**config.mk**
```make
export PLATFORM = sky130hd
export DESIGN_NAME = system_bus_arbiter_decoder
export DESIGN_NICKNAME = d
export VERILOG_FILES = /design/src/common/bus_ctrl_pkg.sv /design/src/verilog/system_bus_arbiter_decoder.sv
export SDC_FILE = /design/constraint.sdc
export NUM_CORES = 1
export LEC_CHECK = 0
export BUFFER_PORTS_ARGS = -buffer_cell sky130_fd_sc_hd__clkbuf_2
export CAP_MARGIN = 10
export CORE_AREA = 2 2 257 259
export DETAILED_ROUTE_END_ITERATION = 6
export DIE_AREA = 0 0 259 261
export GPL_TIMING_DRIVEN = 0
export PLACE_DENSITY_LB_ADDON = 0.05
export SYNTH_ARGS = -nofsm -noshare
export SYNTH_HDL_FRONTEND = slang
export SYNTH_SLANG_ARGS = --single-unit
```
**constraint.sdc**
```tcl
create_clock -name clk -period 2.6 [get_ports clk]
set_input_delay 0.52 -clock clk [delete_from_list [all_inputs] [get_ports clk]]
set_output_delay 0.52 -clock clk [all_outputs]
set_load 0.02 [all_outputs]
```
**src/common/bus_ctrl_pkg.sv**
```systemverilog
package bus_ctrl_pkg;

  localparam int NUM_MASTERS = 3;
  localparam int MST_ETH     = 0;
  localparam int MST_PER     = 1;
  localparam int MST_CPU     = 2;

  // register byte offsets on the apb side
  localparam logic [7:0] OFF_REMAP_CONTROL        = 8'h00;
  localparam logic [7:0] OFF_ABORT_STATUS         = 8'h04;
  localparam logic [7:0] OFF_ABORT_ADDRESS_STATUS = 8'h08;

  // field positions
  localparam int POS_REMAP_TOGGLE = 0;
  localparam int POS_UNDEF        = 0;
  localparam int POS_MISALIGN     = 1;
  localparam int POS_SIZE         = 8;
  localparam int POS_KIND         = 10;
  localparam int POS_LAST         = 16;
  localparam int POS_SAVED        = 24;

  // address map
  localparam logic [3:0] REGION_INTMEM = 4'h0;
  localparam logic [3:0] REGION_PERIPH = 4'hf;
  localparam logic [7:0] SLOT_BOOT     = 8'h00;
  localparam logic [7:0] SLOT_FLASH    = 8'h01;
  localparam logic [7:0] SLOT_SRAM     = 8'h02;

  typedef enum logic [1:0] {
    SIZE_BYTE = 2'h0,
    SIZE_HALF = 2'h1,
    SIZE_WORD = 2'h2
  } xfer_size_e;

  typedef enum logic [1:0] {
    KIND_READ  = 2'h0,
    KIND_WRITE = 2'h1,
    KIND_FETCH = 2'h2
  } xfer_kind_e;

  typedef enum logic [1:0] {
    TGT_NONE   = 2'h0,
    TGT_FLASH  = 2'h1,
    TGT_SRAM   = 2'h2,
    TGT_PERIPH = 2'h3
  } target_e;

  // one master's request
  typedef struct packed {
    logic        req;
    logic [31:0] addr;
    xfer_size_e  size;
    xfer_kind_e  kind;
    logic [31:0] wdata;
  } bus_req_s;

  // request as driven toward a slave
  typedef struct packed {
    logic        valid;
    logic [31:0] addr;
    xfer_size_e  size;
    logic        write;
    logic [31:0] wdata;
  } slave_req_s;

endpackage : bus_ctrl_pkg

```
**src/verilog/system_bus_arbiter_decoder.sv**
```systemverilog
// How it works
// - fixed priority: ethernet, peripheral dma, processor
// - little-endian only, byte lanes fixed
// - top four address bits pick region
// - memory and peripheral regions, others abort
// - eight more bits pick 1-Mbyte slot
// - small memories alias across their slot
// - unassigned memory slot gives abort
// - slot zero flash, sram after remap
// - boot memory also at native base
// - writing one toggles remap state
// - abort driven to every master
// - capture full abort address
// - record abort transfer size
// - record read, write or fetch
// - exactly one cause flag set
// - flag master of last abort
// - sticky saved flags, cleared by read
// - data abort stores data address
// - word/half alignment checked on bits
// - misaligned access cancelled, aborted
// - processor fetches skip alignment check
`timescale 1ns/1ps
`default_nettype none

module system_bus_arbiter_decoder #(
  parameter int FLASH_ADDR_BITS = 19,
  parameter int SRAM_ADDR_BITS  = 17
) (
  input  wire logic                      clk,
  input  wire logic                      srst,
  input  wire bus_ctrl_pkg::bus_req_s    ethReq,
  input  wire bus_ctrl_pkg::bus_req_s    perReq,
  input  wire bus_ctrl_pkg::bus_req_s    cpuReq,
  output logic [2:0]                     grant,
  output logic                           xferDone,
  output logic                           abortAll,
  output logic [31:0]                    rdata,
  output bus_ctrl_pkg::slave_req_s       flashReq,
  output bus_ctrl_pkg::slave_req_s       sramReq,
  output bus_ctrl_pkg::slave_req_s       periphReq,
  input  wire logic                      flashReady,
  input  wire logic [31:0]               flashRdata,
  input  wire logic                      sramReady,
  input  wire logic [31:0]               sramRdata,
  input  wire logic                      periphReady,
  input  wire logic [31:0]               periphRdata,
  output logic                           remapActive,
  input  wire logic                      psel,
  input  wire logic                      penable,
  input  wire logic                      pwrite,
  input  wire logic [31:0]               paddr,
  input  wire logic [31:0]               pwdata,
  output logic [31:0]                    prdata,
  output logic                           pready,
  output logic                           pslverr
);

  typedef enum logic [2:0] {
    ST_IDLE  = 3'b001,
    ST_BUSY  = 3'b010,
    ST_DONE  = 3'b100
  } state_e;

  ////////////////////////////////////////////////////////////////////////////
  // functions

  function automatic logic misaligned(input bus_ctrl_pkg::bus_req_s r);
    logic bad;
    bad = 1'b0;
    if (r.size == bus_ctrl_pkg::SIZE_WORD)
      bad = r.addr[1] | r.addr[0];
    else if (r.size == bus_ctrl_pkg::SIZE_HALF)
      bad = r.addr[0];
    if (r.kind == bus_ctrl_pkg::KIND_FETCH)
      bad = 1'b0;
    return bad;
  endfunction

  function automatic bus_ctrl_pkg::target_e decode(input logic [31:0] a, input logic remap);
    bus_ctrl_pkg::target_e t;
    t = bus_ctrl_pkg::TGT_NONE;
    if (a[31:28] == bus_ctrl_pkg::REGION_PERIPH)
      t = bus_ctrl_pkg::TGT_PERIPH;
    else if (a[31:28] == bus_ctrl_pkg::REGION_INTMEM) begin
      case (a[27:20])
        bus_ctrl_pkg::SLOT_BOOT:
          t = remap ? bus_ctrl_pkg::TGT_SRAM : bus_ctrl_pkg::TGT_FLASH;
        bus_ctrl_pkg::SLOT_FLASH: t = bus_ctrl_pkg::TGT_FLASH;
        bus_ctrl_pkg::SLOT_SRAM:  t = bus_ctrl_pkg::TGT_SRAM;
        default:                  t = bus_ctrl_pkg::TGT_NONE;
      endcase
    end
    return t;
  endfunction

  ////////////////////////////////////////////////////////////////////////////
  // arbitration

  state_e state;
  state_e next_state;
  logic [2:0] owner;
  bus_ctrl_pkg::bus_req_s cur;
  bus_ctrl_pkg::target_e  curTgt;
  logic curMis;

  // ethernet first, peripheral dma second, processor last
  wire logic [2:0] pick = ethReq.req ? 3'b001 :
                          perReq.req ? 3'b010 :
                          cpuReq.req ? 3'b100 : 3'b000;
  wire bus_ctrl_pkg::bus_req_s pickReq = pick[bus_ctrl_pkg::MST_ETH] ? ethReq :
                                         pick[bus_ctrl_pkg::MST_PER] ? perReq : cpuReq;
  wire bus_ctrl_pkg::bus_req_s ownReq  = owner[bus_ctrl_pkg::MST_ETH] ? ethReq :
                                         owner[bus_ctrl_pkg::MST_PER] ? perReq : cpuReq;

  wire logic pickMis = misaligned(pickReq);
  wire bus_ctrl_pkg::target_e pickTgt = decode(pickReq.addr, remapActive);
  wire logic pickAbort = pickMis | (pickTgt == bus_ctrl_pkg::TGT_NONE);

  wire logic tgtReady = (curTgt == bus_ctrl_pkg::TGT_FLASH)  ? flashReady :
                        (curTgt == bus_ctrl_pkg::TGT_SRAM)   ? sramReady  :
                        (curTgt == bus_ctrl_pkg::TGT_PERIPH) ? periphReady : 1'b0;
  wire logic [31:0] tgtRdata = (curTgt == bus_ctrl_pkg::TGT_FLASH) ? flashRdata :
                               (curTgt == bus_ctrl_pkg::TGT_SRAM)  ? sramRdata  : periphRdata;

  // small memories alias across the slot: upper offset bits are dropped
  wire logic [31:0] flashMask = (32'h1 << FLASH_ADDR_BITS) - 32'h1;
  wire logic [31:0] sramMask  = (32'h1 << SRAM_ADDR_BITS) - 32'h1;

  always_comb begin
    next_state = state;
    case (state)
      ST_IDLE: if (pick != 3'b000) next_state = pickAbort ? ST_DONE : ST_BUSY;
      ST_BUSY: if (tgtReady) next_state = ST_DONE;
      ST_DONE: next_state = ST_IDLE;
      default: next_state = ST_IDLE;
    endcase
  end

  always_ff @(posedge clk) begin
    if (srst) begin
      state  <= ST_IDLE;
      owner  <= 3'b000;
      cur    <= '0;
      curTgt <= bus_ctrl_pkg::TGT_NONE;
      curMis <= 1'b0;
    end else begin
      state <= next_state;
      if (state == ST_IDLE && pick != 3'b000) begin
        owner  <= pick;
        cur    <= pickReq;
        curTgt <= pickTgt;
        curMis <= pickMis;
      end else if (state == ST_DONE) begin
        owner  <= 3'b000;
      end
    end
  end

  ////////////////////////////////////////////////////////////////////////////
  // slave side: an aborted access never reaches a slave

  wire logic issue = (state == ST_IDLE) && (pick != 3'b000) && !pickAbort;
  wire logic busyHold = (state == ST_BUSY) && !tgtReady;

  function automatic bus_ctrl_pkg::slave_req_s mk(input bus_ctrl_pkg::bus_req_s r,
                                                  input logic [31:0] mask);
    bus_ctrl_pkg::slave_req_s s;
    s.valid = 1'b1;
    s.addr  = r.addr & mask;
    s.size  = r.size;
    s.write = (r.kind == bus_ctrl_pkg::KIND_WRITE);
    s.wdata = r.wdata;
    return s;
  endfunction

  wire logic issueFlash = issue && (pickTgt == bus_ctrl_pkg::TGT_FLASH);
  wire logic issueSram  = issue && (pickTgt == bus_ctrl_pkg::TGT_SRAM);
  wire logic issuePer   = issue && (pickTgt == bus_ctrl_pkg::TGT_PERIPH);
  wire logic holdFlash  = busyHold && (curTgt == bus_ctrl_pkg::TGT_FLASH);
  wire logic holdSram   = busyHold && (curTgt == bus_ctrl_pkg::TGT_SRAM);
  wire logic holdPer    = busyHold && (curTgt == bus_ctrl_pkg::TGT_PERIPH);

  always_ff @(posedge clk) begin
    if (srst) begin
      flashReq  <= '0;
      sramReq   <= '0;
      periphReq <= '0;
    end else begin
      flashReq  <= issueFlash ? mk(pickReq, flashMask) : holdFlash ? flashReq  : '0;
      sramReq   <= issueSram  ? mk(pickReq, sramMask)  : holdSram  ? sramReq   : '0;
      periphReq <= issuePer   ? mk(pickReq, 32'hffffffff) : holdPer ? periphReq : '0;
    end
  end

  ////////////////////////////////////////////////////////////////////////////
  // answer to masters

  wire logic abortNow = (state == ST_IDLE) && (pick != 3'b000) && pickAbort;

  always_ff @(posedge clk) begin
    if (srst) begin
      grant    <= 3'b000;
      xferDone <= 1'b0;
      abortAll <= 1'b0;
      rdata    <= 32'h0;
    end else begin
      grant    <= (next_state == ST_IDLE) ? 3'b000 :
                  (state == ST_IDLE) ? pick : owner;
      xferDone <= abortNow || ((state == ST_BUSY) && tgtReady);
      // one line to all masters; the dma masters ignore it
      abortAll <= abortNow;
      if ((state == ST_BUSY) && tgtReady && cur.kind != bus_ctrl_pkg::KIND_WRITE)
        rdata <= tgtRdata;
    end
  end

  ////////////////////////////////////////////////////////////////////////////
  // apb registers

  logic [31:0] abortAddr;
  logic [1:0]  abortSize;
  logic [1:0]  abortKind;
  logic        undefFlag;
  logic        misFlag;
  logic [2:0]  lastMaster;
  logic [2:0]  savedMaster;
  logic [2:0]  pendMaster;

  // reads latch on the first access edge, writes land once pready is seen high
  wire logic apbAccess = psel && penable && !pready;
  wire logic apbWrite  = psel && penable && pready && pwrite;
  wire logic apbRead   = apbAccess && !pwrite;
  wire logic hitRemap  = (paddr[7:0] == bus_ctrl_pkg::OFF_REMAP_CONTROL);
  wire logic hitStatus = (paddr[7:0] == bus_ctrl_pkg::OFF_ABORT_STATUS);
  wire logic hitAddr   = (paddr[7:0] == bus_ctrl_pkg::OFF_ABORT_ADDRESS_STATUS);
  wire logic hitAny    = (paddr[31:8] == 24'h0) && (hitRemap || hitStatus || hitAddr);
  wire logic statusRead = apbRead && hitAny && hitStatus;
  wire logic toggleRemap = apbWrite && hitAny && hitRemap && pwdata[bus_ctrl_pkg::POS_REMAP_TOGGLE];

  wire logic [31:0] statusWord =
      (32'(savedMaster) << bus_ctrl_pkg::POS_SAVED) |
      (32'(lastMaster)  << bus_ctrl_pkg::POS_LAST)  |
      (32'(abortKind)   << bus_ctrl_pkg::POS_KIND)  |
      (32'(abortSize)   << bus_ctrl_pkg::POS_SIZE)  |
      (32'(misFlag)     << bus_ctrl_pkg::POS_MISALIGN) |
      (32'(undefFlag)   << bus_ctrl_pkg::POS_UNDEF);

  // write-only and unmapped words read zero; unmapped ones also flag an error
  wire logic [31:0] readWord = (hitAny && hitStatus) ? statusWord :
                               (hitAny && hitAddr)   ? abortAddr  : 32'h0;

  // an abort that lands on a status read still leaves its saved bit set
  wire logic [2:0] savedKeep = statusRead ? 3'b000 : savedMaster;
  // a new abort pushes every unread earlier abort out of the last-source bits
  wire logic [2:0] savedSet  = abortNow ? pendMaster : 3'b000;
  wire logic [2:0] pendKeep  = statusRead ? 3'b000 : pendMaster;
  wire logic [2:0] pendSet   = abortNow ? pick : 3'b000;

  always_ff @(posedge clk) begin
    if (srst) begin
      remapActive <= 1'b0;
      abortAddr   <= 32'h0;
      abortSize   <= 2'h0;
      abortKind   <= 2'h0;
      undefFlag   <= 1'b0;
      misFlag     <= 1'b0;
      lastMaster  <= 3'b000;
      savedMaster <= 3'b000;
      pendMaster  <= 3'b000;
      prdata      <= 32'h0;
      pready      <= 1'b0;
      pslverr     <= 1'b0;
    end else begin
      if (toggleRemap)
        remapActive <= ~remapActive;
      if (abortNow) begin
        abortAddr  <= pickReq.addr;
        abortSize  <= pickReq.size;
        abortKind  <= pickReq.kind;
        undefFlag  <= ~pickMis;
        misFlag    <= pickMis;
        lastMaster <= pick;
      end
      savedMaster <= savedKeep | savedSet;
      pendMaster  <= pendKeep | pendSet;
      pready  <= apbAccess && !pready;
      pslverr <= apbAccess && !pready && !hitAny;
      prdata  <= (apbRead && !pready) ? readWord : 32'h0;
    end
  end

endmodule // system_bus_arbiter_decoder

`default_nettype wire
```
; Yosys cells after proc, flatten, opt, wreduce, memory -nomap -nowiden
; Cells that the tools add are included.
; Widths: inputs -> output; s select.
[word_totals]
input_bits = 375
regBits = 305
[op_classes]
muxes = 36
eq_ne = 23
n_reduce_logical = 45
bitwise_logic = 12
[ops]
columns = cell, n
row1 = $mux 68, 8
row2 = $mux 32, 4
row3 = $mux 3, 13
row4 = $logic_and 1x1->1, 28
row5 = $or 27x1->27, 1
row6 = $or 27x10->27, 1
row7 = $or 27x12->27, 1
row8 = $or 27x19->27, 1
row9 = $or 27x2->27, 1
row10 = $logic_not 24->1, 1
row11 = $logic_not 8->1, 2
row12 = $eq 2x2->1 const B, 6
row13 = $eq 2x1->1 const B, 4
row14 = $eq 8x1->1 const B, 1
row15 = $eq 8x2->1 const B, 1
row16 = $eq 8x3->1 const B, 1
row17 = $eq 8x4->1 const B, 1
row18 = $eq 3x1->1 const B, 2
row19 = $mux 1, 6
row20 = $mux 2, 3
row21 = $ne 2x2->1 const B, 3
row22 = $or 3x3->3, 2
row23 = $pmux 2 s3, 1
row24 = $pmux 3 s2, 1
row25 = 13 further kinds, 23

; Depth between registers and ports, before layout
; Gate-level depths: netlist of run 1.
[depth]
word_depth = 16
mapped_depth = 11

; Least setup slack after synthesis of run 1
; Ideal clock, no wire load.
[synth_timing]
path_type = input to register
from = input perReq[68] in the netlist's numbering
to = register abortAddr[18]
t_arrival_ns = 2.533
slack_ns = -0.054
cell_stages = 9
setup_ns = 0.121
path_buffers = 3
path_cell_list = buf_6 mux2_2 mux2i_2 nand4_2 o41a_1 buf_6 o21ai_4 buf_6 mux2_4
[synth_via]
elab_chain_cells = 11
elab_cells_between_ends = 24
cone_classes = 6 x eq/ne / 10 x mux / 2 x bitwise / 6 x reduce/logical
[synth_lines]
columns = element, line
row1 = start: declaration, system_bus_arbiter_decoder.sv:33  ; input wire bus_ctrl_pkg::bus_req_s perReq,
row2 = $mux 3 (*), system_bus_arbiter_decoder.sv:109  ; perReq.req ? 3'b010 :
row3 = $mux 3 (*), system_bus_arbiter_decoder.sv:108  ; wire logic [2:0] pick = ethReq.req ? 3'b001 :
row4 = $mux 68, system_bus_arbiter_decoder.sv:112  ; pick[bus_ctrl_pkg::MST_PER] ? perReq : cpuReq;
row5 = $mux 68, system_bus_arbiter_decoder.sv:111  ; wire bus_ctrl_pkg::bus_req_s pickReq = pick[bus_ctrl_pkg::MST_ETH] ? ethReq :
row6 = $eq 8x2->1 (tied with other cells), system_bus_arbiter_decoder.sv:86  ; case (a[27:20])
row7 = $pmux 2 s3, system_bus_arbiter_decoder.sv:86
row8 = $mux 2, system_bus_arbiter_decoder.sv:85  ; else if (a[31:28] == bus_ctrl_pkg::REGION_INTMEM) begin
row9 = $mux 2, system_bus_arbiter_decoder.sv:83  ; if (a[31:28] == bus_ctrl_pkg::REGION_PERIPH)
row10 = $logic_not 2->1, system_bus_arbiter_decoder.sv:118  ; wire logic pickAbort = pickMis | (pickTgt == bus_ctrl_pkg::TGT_NONE);
row11 = $or 1x1->1, system_bus_arbiter_decoder.sv:118
row12 = $logic_and 1x1->1, system_bus_arbiter_decoder.sv:199  ; wire logic abortNow = (state == ST_IDLE) && (pick != 3'b000) && pickAbort;
row13 = end signal: assignment, system_bus_arbiter_decoder.sv:278  ; abortAddr <= pickReq.addr;
row14 = end: declaration, system_bus_arbiter_decoder.sv:221  ; logic [31:0] abortAddr;
; Mark *: on every way between the ends. The rest lies on a longest branch, timed or not.
; A chain may end at the register's enable or synchronous reset.

; Worst setup path after layout of run 1
[layout_timing]
from = input ethReq[68] in the netlist's numbering
to = register abortAddr[22]
[layout_via]
elab_chain_cells = 10
elab_cells_between_ends = 23
cone_classes = 6 x eq/ne / 9 x mux / 2 x bitwise / 6 x reduce/logical
[layout_lines]
columns = element, line
row1 = start: declaration, system_bus_arbiter_decoder.sv:32  ; input wire bus_ctrl_pkg::bus_req_s ethReq,
row2 = $mux 3 (*), system_bus_arbiter_decoder.sv:108
row3 = $mux 68, system_bus_arbiter_decoder.sv:112
row4 = $mux 68, system_bus_arbiter_decoder.sv:111
row5 = $eq 8x2->1 (tied with other cells), system_bus_arbiter_decoder.sv:86
row6 = $pmux 2 s3, system_bus_arbiter_decoder.sv:86
row7 = $mux 2, system_bus_arbiter_decoder.sv:85
row8 = $mux 2, system_bus_arbiter_decoder.sv:83
row9 = $logic_not 2->1, system_bus_arbiter_decoder.sv:118
row10 = $or 1x1->1, system_bus_arbiter_decoder.sv:118
row11 = $logic_and 1x1->1, system_bus_arbiter_decoder.sv:199
; Marked as above.

==> results.toml, run 1 <==
[cells_and_area]
syn_to_final_growth_pct = 42.75
nets = 2402
drive_above_1_share_pct = 39.03
layout_commonest_cell = "clkbuf_2"
stdcell_count = 2921
mostFrequentLayoutCells = "clkbuf_2, dfxtp_1, a22o_1"

[sta]
slew_violations = 0
tightest_slew_ps = 1034
slew_headroom_pct = 31.07
fin_crit_sh_pct = 97.48
fin_skew_ps = 15.15
setup_violations = 0
fin_hold_ws_ps = 266.6
hold_viol = 0
period_minus_slack_ps = 2534
grt_setup_unrepaired = "false"
max_freq_mhz = 394.6

[clock_tree]
clk_latency_ps = 560
cts_tree = "built"
root_buffer = "clkbuf_16"
clk_pin_slew_ps = 60
ctsHoldBuffers = 0
htree_levels = 2
cts_max_path_buffers = 3
cts_sinks = 305
cts_buffers = 39

[global_routing]
grt-busiest-layer = "met2"
antenna_found_initial = 5
use_met3_pct = 4.510
globalRouteMet2Util_pct = 30.98
overflow = 0
grtUsageTotal_pct = 18.15
grt_pass1_wl_mm = 90.23
grt_max_degree = 13
grt_pass1_vias = 13130
met1_usage_pct = 22.70

[floorplanning]
initial_utilization_pct = 20.36
die_w_um = 259
coreArea_sq_um = 65040
die_y_um = 261
io_pins = 651
row_count = 94
die_area_sq_um = 67600

[critical_path]
start_kind = "input pin"
crit_required_ps = 3030
r2r-end = "sramReq[21]$_SDFFE_PP0P_"
path_cells = "clkbuf_2 -> buf_4 -> mux2i_1 -> or4_1 -> o41a_1 -> buf_6 -> o21ai_4 -> buf_6 -> mux2_4"
crit_type = "input pin to flip-flop"
worst_path_most_repeated_cell = "buf_6"
worstRegToRegCells = 8
cp_max_fo = 10
cp_num_buf_inv = 4
reg2reg_from = "curTgt[0]$_SDFFE_PP0P_"
slowest_stage = "or4_1"
critPathTopFamily = "buffers and inverters"
end_kind = "flip-flop"
reg2reg_slack_ps = 100
slowest_delay_ps = 690
crit_arrival_ps = 2970

[min_path]
hold_class = "input pin to flip-flop"
min_path_cells = 3
hold_start = "penable"
worstHoldEndpoint = "pready$_SDFF_PP0_"

[placement]
placed_cells = 2848
gp_congestion = 0.8421
dp_hpwl_mm = 49.61
port-buffer-count = 590

[logic_synthesis]
async_flop_share_pct = 0
yosysWarnings = 0
yosysSeqAreaShare_pct = 46.10
ys_ff_latch = 305
syn_inst = 1367
synth_cell_types = 59
synth_edf_count = 0
ys.flop_type = "dfxtp_1"
syn_area_per_cell_sq_um = 9.689
syn-cell-area_sq_um = 13250

[route]
ant_nets = 0
drt-initial-drc-count = 592
num_vias = 12690
wirelength_mm = 63.85
drc = 0
dr.pass1.iters = 5
viasPerCell = 4.343
avgRoutedWirePerCell_um = 21.86

[run_status]
status = "finished, final reports clean"

[power_and_ir_drop]
power_frac_comb_pct = 14.7
p_seq_share_pct = 39.7
swShare_pct = 26.81
internal-power_mw = 8.981
p_sw_mw = 3.290
power.density_nw_per_um2 = 649.0
clockPowerShare_pct = 45.6
fin_total_pwr_mw = 12.27
ir_worst_vdd_v = 0.0003556
p_leak_nw = 8.654

[flow_run]
cap_viol_max_count = 0
==> power by group through the flow <==
stage	Clock, mW	Sequential [mW]	Combinational, mW
after floorplan	0	4.96	1.08
after global placement	0	4.97	1.80
after detailed placement	0	4.97	1.81
after CTS	5.80	4.87	1.83
after global routing	5.99	4.89	1.97
final	5.60	4.87	1.80
==> through the flow <==
step | cell area, sq um | utilization (%) | setup WS (ps) | TNS (ps)
4_1_cts | 18840 | 28.97 | 8.934 | 0
6_report | 18910 | 29.07 | 65.62 | 0
2_1_floorplan | 13360 | - | -54.11 | -1196
3_3_place_gp | 17400 | 26.75 | -1324 | -226800
3_5_place_dp | 17400 | 26.75 | -1372 | -230160
5_1_grt | 18910 | 29.07 | 2.651 | 0
==> per-layer routing <==
| metal | routed length, um | share of wire (%) |
|---|---|---|
| met1 | 27320 | 43 |
| met2 | 31080 | 49 |
| met3 | 4145 | 6.5 |
| met4 | 1294 | 2.0 |
| met5 | 12 | 0.019 |
==> Yosys cell counts, types with 7 or more instances <==
cell / n / share of area, %
mux2_1: 10 / 0.85
mux2_4: 25 / 2.8
o21ai_0: 14 / 0.53
buf_1: 7 / 0.20
clkbuf_1: 71 / 2.0
o21a_1: 8 / 0.45
a211oi_1: 33 / 1.9
dfxtp_1: 305 / 46
nand2_1: 104 / 2.9
buf_4: 39 / 2.2
buf_2: 20 / 0.76
mux2i_1: 96 / 7.3
a22o_1: 173 / 11
nor4_1: 8 / 0.38
a21oi_1: 141 / 5.3
nor2b_1: 64 / 3.0
nor2_1: 127 / 3.6
o211ai_1: 13 / 0.74
mux2_2: 7 / 0.60
and2_1: 21 / 0.99
buf_6: 7 / 0.60
==> cell families after synthesis <==
kind of cell	Yosys count	share of synthesized area [%]
AOI/OAI and AO/OA	408	22.34
xor gates and xnor gates	1	0.06614
buffers and inverters	152	6.244
DFF	305	46.10
muxes	142	12.08
other	1	0.02831
and+or+nand+nor	358	13.14
==> repair_timing <==
| action | in CTS | in global routing |
|---|---|---|
| setup endpoints to repair | 245 | 185 |
| gates resized for setup | 33 | 28 |
| gates cloned | 1 | 0 |
| pin swaps | 3 | 2 |
| setup buffers | 4 | 0 |
==> tightest hold or removal path, cell delays in order <==
cell and delay [ps]:
clkbuf_2 90, nand2_1 70, nor3_1 70
==> cell type report <==
cell class                      instances  area, sq um
Inverter                                6        22.52
Buffer                                143        872.1
Multi-Input combinational cell        937         6496
Clock inverter                         13        180.2
Clock buffer                           56         1130
Antenna cell                            2        5.005
Sequential cell                       305         6106
Tap cell                              864         1081
Timing Repair Buffer                  595         3015
Fill cell                            7023        46130
==> how the worst max path moves through the flow <==
stage / slack, ps / cells past startpoint / to / from
after floorplan: -50 / 9 / abortAddr[18]$_SDFFE_PP0N_ / perReq[68]
after global placement: -1320 / 8 / sramReq[30]$_SDFFE_PP0P_ / ethReq[68]
after detailed placement: -1370 / 10 / periphReq[44]$_SDFFE_PP0P_ / ethReq[68]
after CTS: 9 / 6 / periphReq[7]$_SDFFE_PP0P_ / state[1]$_SDFF_PP0_
after global routing: 3 / 8 / sramReq[38]$_SDFFE_PP0P_ / curTgt[0]$_SDFFE_PP0P_
final: 70 / 9 / abortAddr[22]$_SDFFE_PP0N_ / ethReq[68]
==> state kept, by name, indices dropped and copies added (netlist names), 2 cells and up <==
signal	flops
cur	2
abortKind	2
state	3
pendMaster	3
rdata	32
prdata	32
grant	3
curTgt	2
periphReq	68
abortAddr	32
owner	3
abortSize	2
flashReq	55
lastMaster	3
savedMaster	3
sramReq	53
(Power assumes the default switching activity.)
==> run 2, diff against run 1 <==
--- a/config.mk
+++ b/config.mk
@@ -5,12 +5,12 @@
 export SDC_FILE = /design/constraint.sdc
 export NUM_CORES = 1
 export LEC_CHECK = 0
-export BUFFER_PORTS_ARGS = -buffer_cell sky130_fd_sc_hd__clkbuf_2
 export CAP_MARGIN = 10
-export CORE_AREA = 2 2 257 259
+export CORE_AREA = 2 2 255 257
 export DETAILED_ROUTE_END_ITERATION = 6
-export DIE_AREA = 0 0 259 261
-export GPL_TIMING_DRIVEN = 0
+export DIE_AREA = 0 0 257 259
+export DONT_BUFFER_PORTS = 1
+export GPL_TIMING_DRIVEN = 1
 export PLACE_DENSITY_LB_ADDON = 0.05
 export SYNTH_ARGS = -nofsm -noshare
 export SYNTH_HDL_FRONTEND = slang
==> results.toml, run 2 (same netlist as run 1, synthesis figures left out) <==
[run_status]
status = "finished, final reports clean"

[critical_path]
crit_required_ps = 3090
end_kind = "flip-flop"
cp_max_fo = 13
reg2reg_slack_ps = 150
crit_type = "flip-flop to flip-flop"
crit_arrival_ps = 2940
start_kind = "flip-flop"

[power_and_ir_drop]
swShare_pct = 26.03
power.density_nw_per_um2 = 729.8
power_frac_comb_pct = 10.9
internal-power_mw = 8.448
clockPowerShare_pct = 46.2
p_seq_share_pct = 42.9
p_leak_nw = 5.877
p_sw_mw = 2.973
ir_worst_vdd_v = 0.0003498

[sta]
setup_violations = 0
slew_violations = 0
hold_viol = 0
slew_headroom_pct = 60.49
tightest_slew_ps = 576.2
fin_skew_ps = 16.12
grt_setup_unrepaired = "false"
fin_crit_sh_pct = 94.26
max_freq_mhz = 408.0
period_minus_slack_ps = 2451
fin_ws_ps = 149.2
fin_hold_ws_ps = 75.70

[placement]
place_ws_ps = -250.4
placed_cells = 2172
gp_congestion = 0.7286
port-buffer-count = 0
dp_hpwl_mm = 37.05

[cells_and_area]
top_regs = "periphReq x68, flashReq x55, sramReq x53"
antenna_cells = 0
mostFrequentLayoutCells = "dfxtp_1, a22o_1, a21oi_1"
layout_commonest_cell = "dfxtp_1"
regMostFlops = "periphReq"
fill_cells = 6862
syn_to_final_growth_pct = 18.16
drive_above_1_share_pct = 13.56
stdcell_count = 2241
largest_reg_flops = 68
nets = 1734
finalCoreUtilization_pct = 24.50

[clock_tree]
htree_levels = 2
post-cts-setup-buffers = 0
cts_max_path_buffers = 3
cts_tree = "built"
clk_latency_ps = 550
root_buffer = "clkbuf_16"
ctsHoldBuffers = 0
clk_pin_slew_ps = 60
cts_sinks = 305
cts_buffers = 40

[global_routing]
overflow = 0
antenna_found_initial = 1
grt_pass1_vias = 10270
grt_pass1_wl_mm = 74.94
grtUsageTotal_pct = 15.08
grt_max_degree = 159

[min_path]
hold_class = "input pin to flip-flop"

[route]
viasPerCell = 4.511
dr.pass1.iters = 6
drt-initial-drc-count = 413
num_vias = 10110
wirelength_mm = 52.25
ant_nets = 0
drc = 0
avgRoutedWirePerCell_um = 23.31

[floorplanning]
die_area_sq_um = 66560
initial_utilization_pct = 20.73
io_pins = 651
coreArea_sq_um = 63880
die_y_um = 259
die_w_um = 257
row_count = 93

[flow_run]
cap_viol_max_count = 0
[run 2: path summary, 6_finish.rpt]
kind,end,depth (start not counted),startpoint
setup / recovery,flashReq[10]$_SDFFE_PP0P_,7,curTgt[0]$_SDFFE_PP0P_
hold / removal,rdata[25]$_SDFFE_PP0P_,1,srst
setup reg to reg,flashReq[10]$_SDFFE_PP0P_,7,curTgt[0]$_SDFFE_PP0P_
hold reg to reg,prdata[15]$_SDFF_PP0_,1,abortAddr[15]$_SDFFE_PP0N_
[run 2: power by group through the flow]
| stage | registers [mW] | logic, mW | clock network [mW] |
|---|---|---|---|
| global route | 4.91 | 1.39 | 5.69 |
| finish | 4.90 | 1.24 | 5.28 |
| floorplan | 4.96 | 1.08 | 0 |
| detailed placement | 5.00 | 1.26 | 0 |
| CTS | 4.90 | 1.26 | 5.52 |
| global placement | 5.00 | 1.26 | 0 |
[run 2: final cells by class]
cell class / instances / area, sq um / share of cell area, %
inverter: 6 / 22.52 / 0.1439
clock buffer: 57 / 1166 / 7.451
clock inverter: 12 / 63.81 / 0.4077
timing repair buffer: 69 / 768.2 / 4.909
sequential: 305 / 6111 / 39.05
tap: 855 / 1070 / 6.836
multi-input combinational: 937 / 6449 / 41.21
[run 2: what timing repair did]
item	CTS	global route
setup endpoints to repair	0	7
endpoints found under the hold margin	0	0
gates resized for setup	0	1
[run 2: critical path: stages, from the launching register on]
cell     delay, ps
dfxtp_4        350
mux2_2         320
a22o_1         240
or4b_1         610
nor3b_2        310
buf_12         230
buf_4          180
a22o_1         140
[run 2: per-stage QoR]
stage,total power [mW],cell area [sq um],TNS (ps)
6_report,11.42,15650,0
5_1_grt,11.99,15650,0
4_1_cts,11.69,15640,0
3_5_place_dp,6.264,14410,-26290
3_3_place_gp,6.266,14410,-32070
2_1_floorplan,6.040,13360,-1196
[run 2: routing by layer]
| layer | part of all wire [%] | vias to the layer above | wire, um | global-route usage, % |
|---|---|---|---|---|
| met2 | 48 | 329 | 25300 | 25.10 |
| met1 | 43 | 4864 | 22450 | 19.11 |
| met5 | 0 | - | 0 | 0 |
| li1 | - | 4864 | - | - |
| met4 | 1.5 | 0 | 791 | 3.553 |
| met3 | 7.1 | 53 | 3704 | 4.491 |
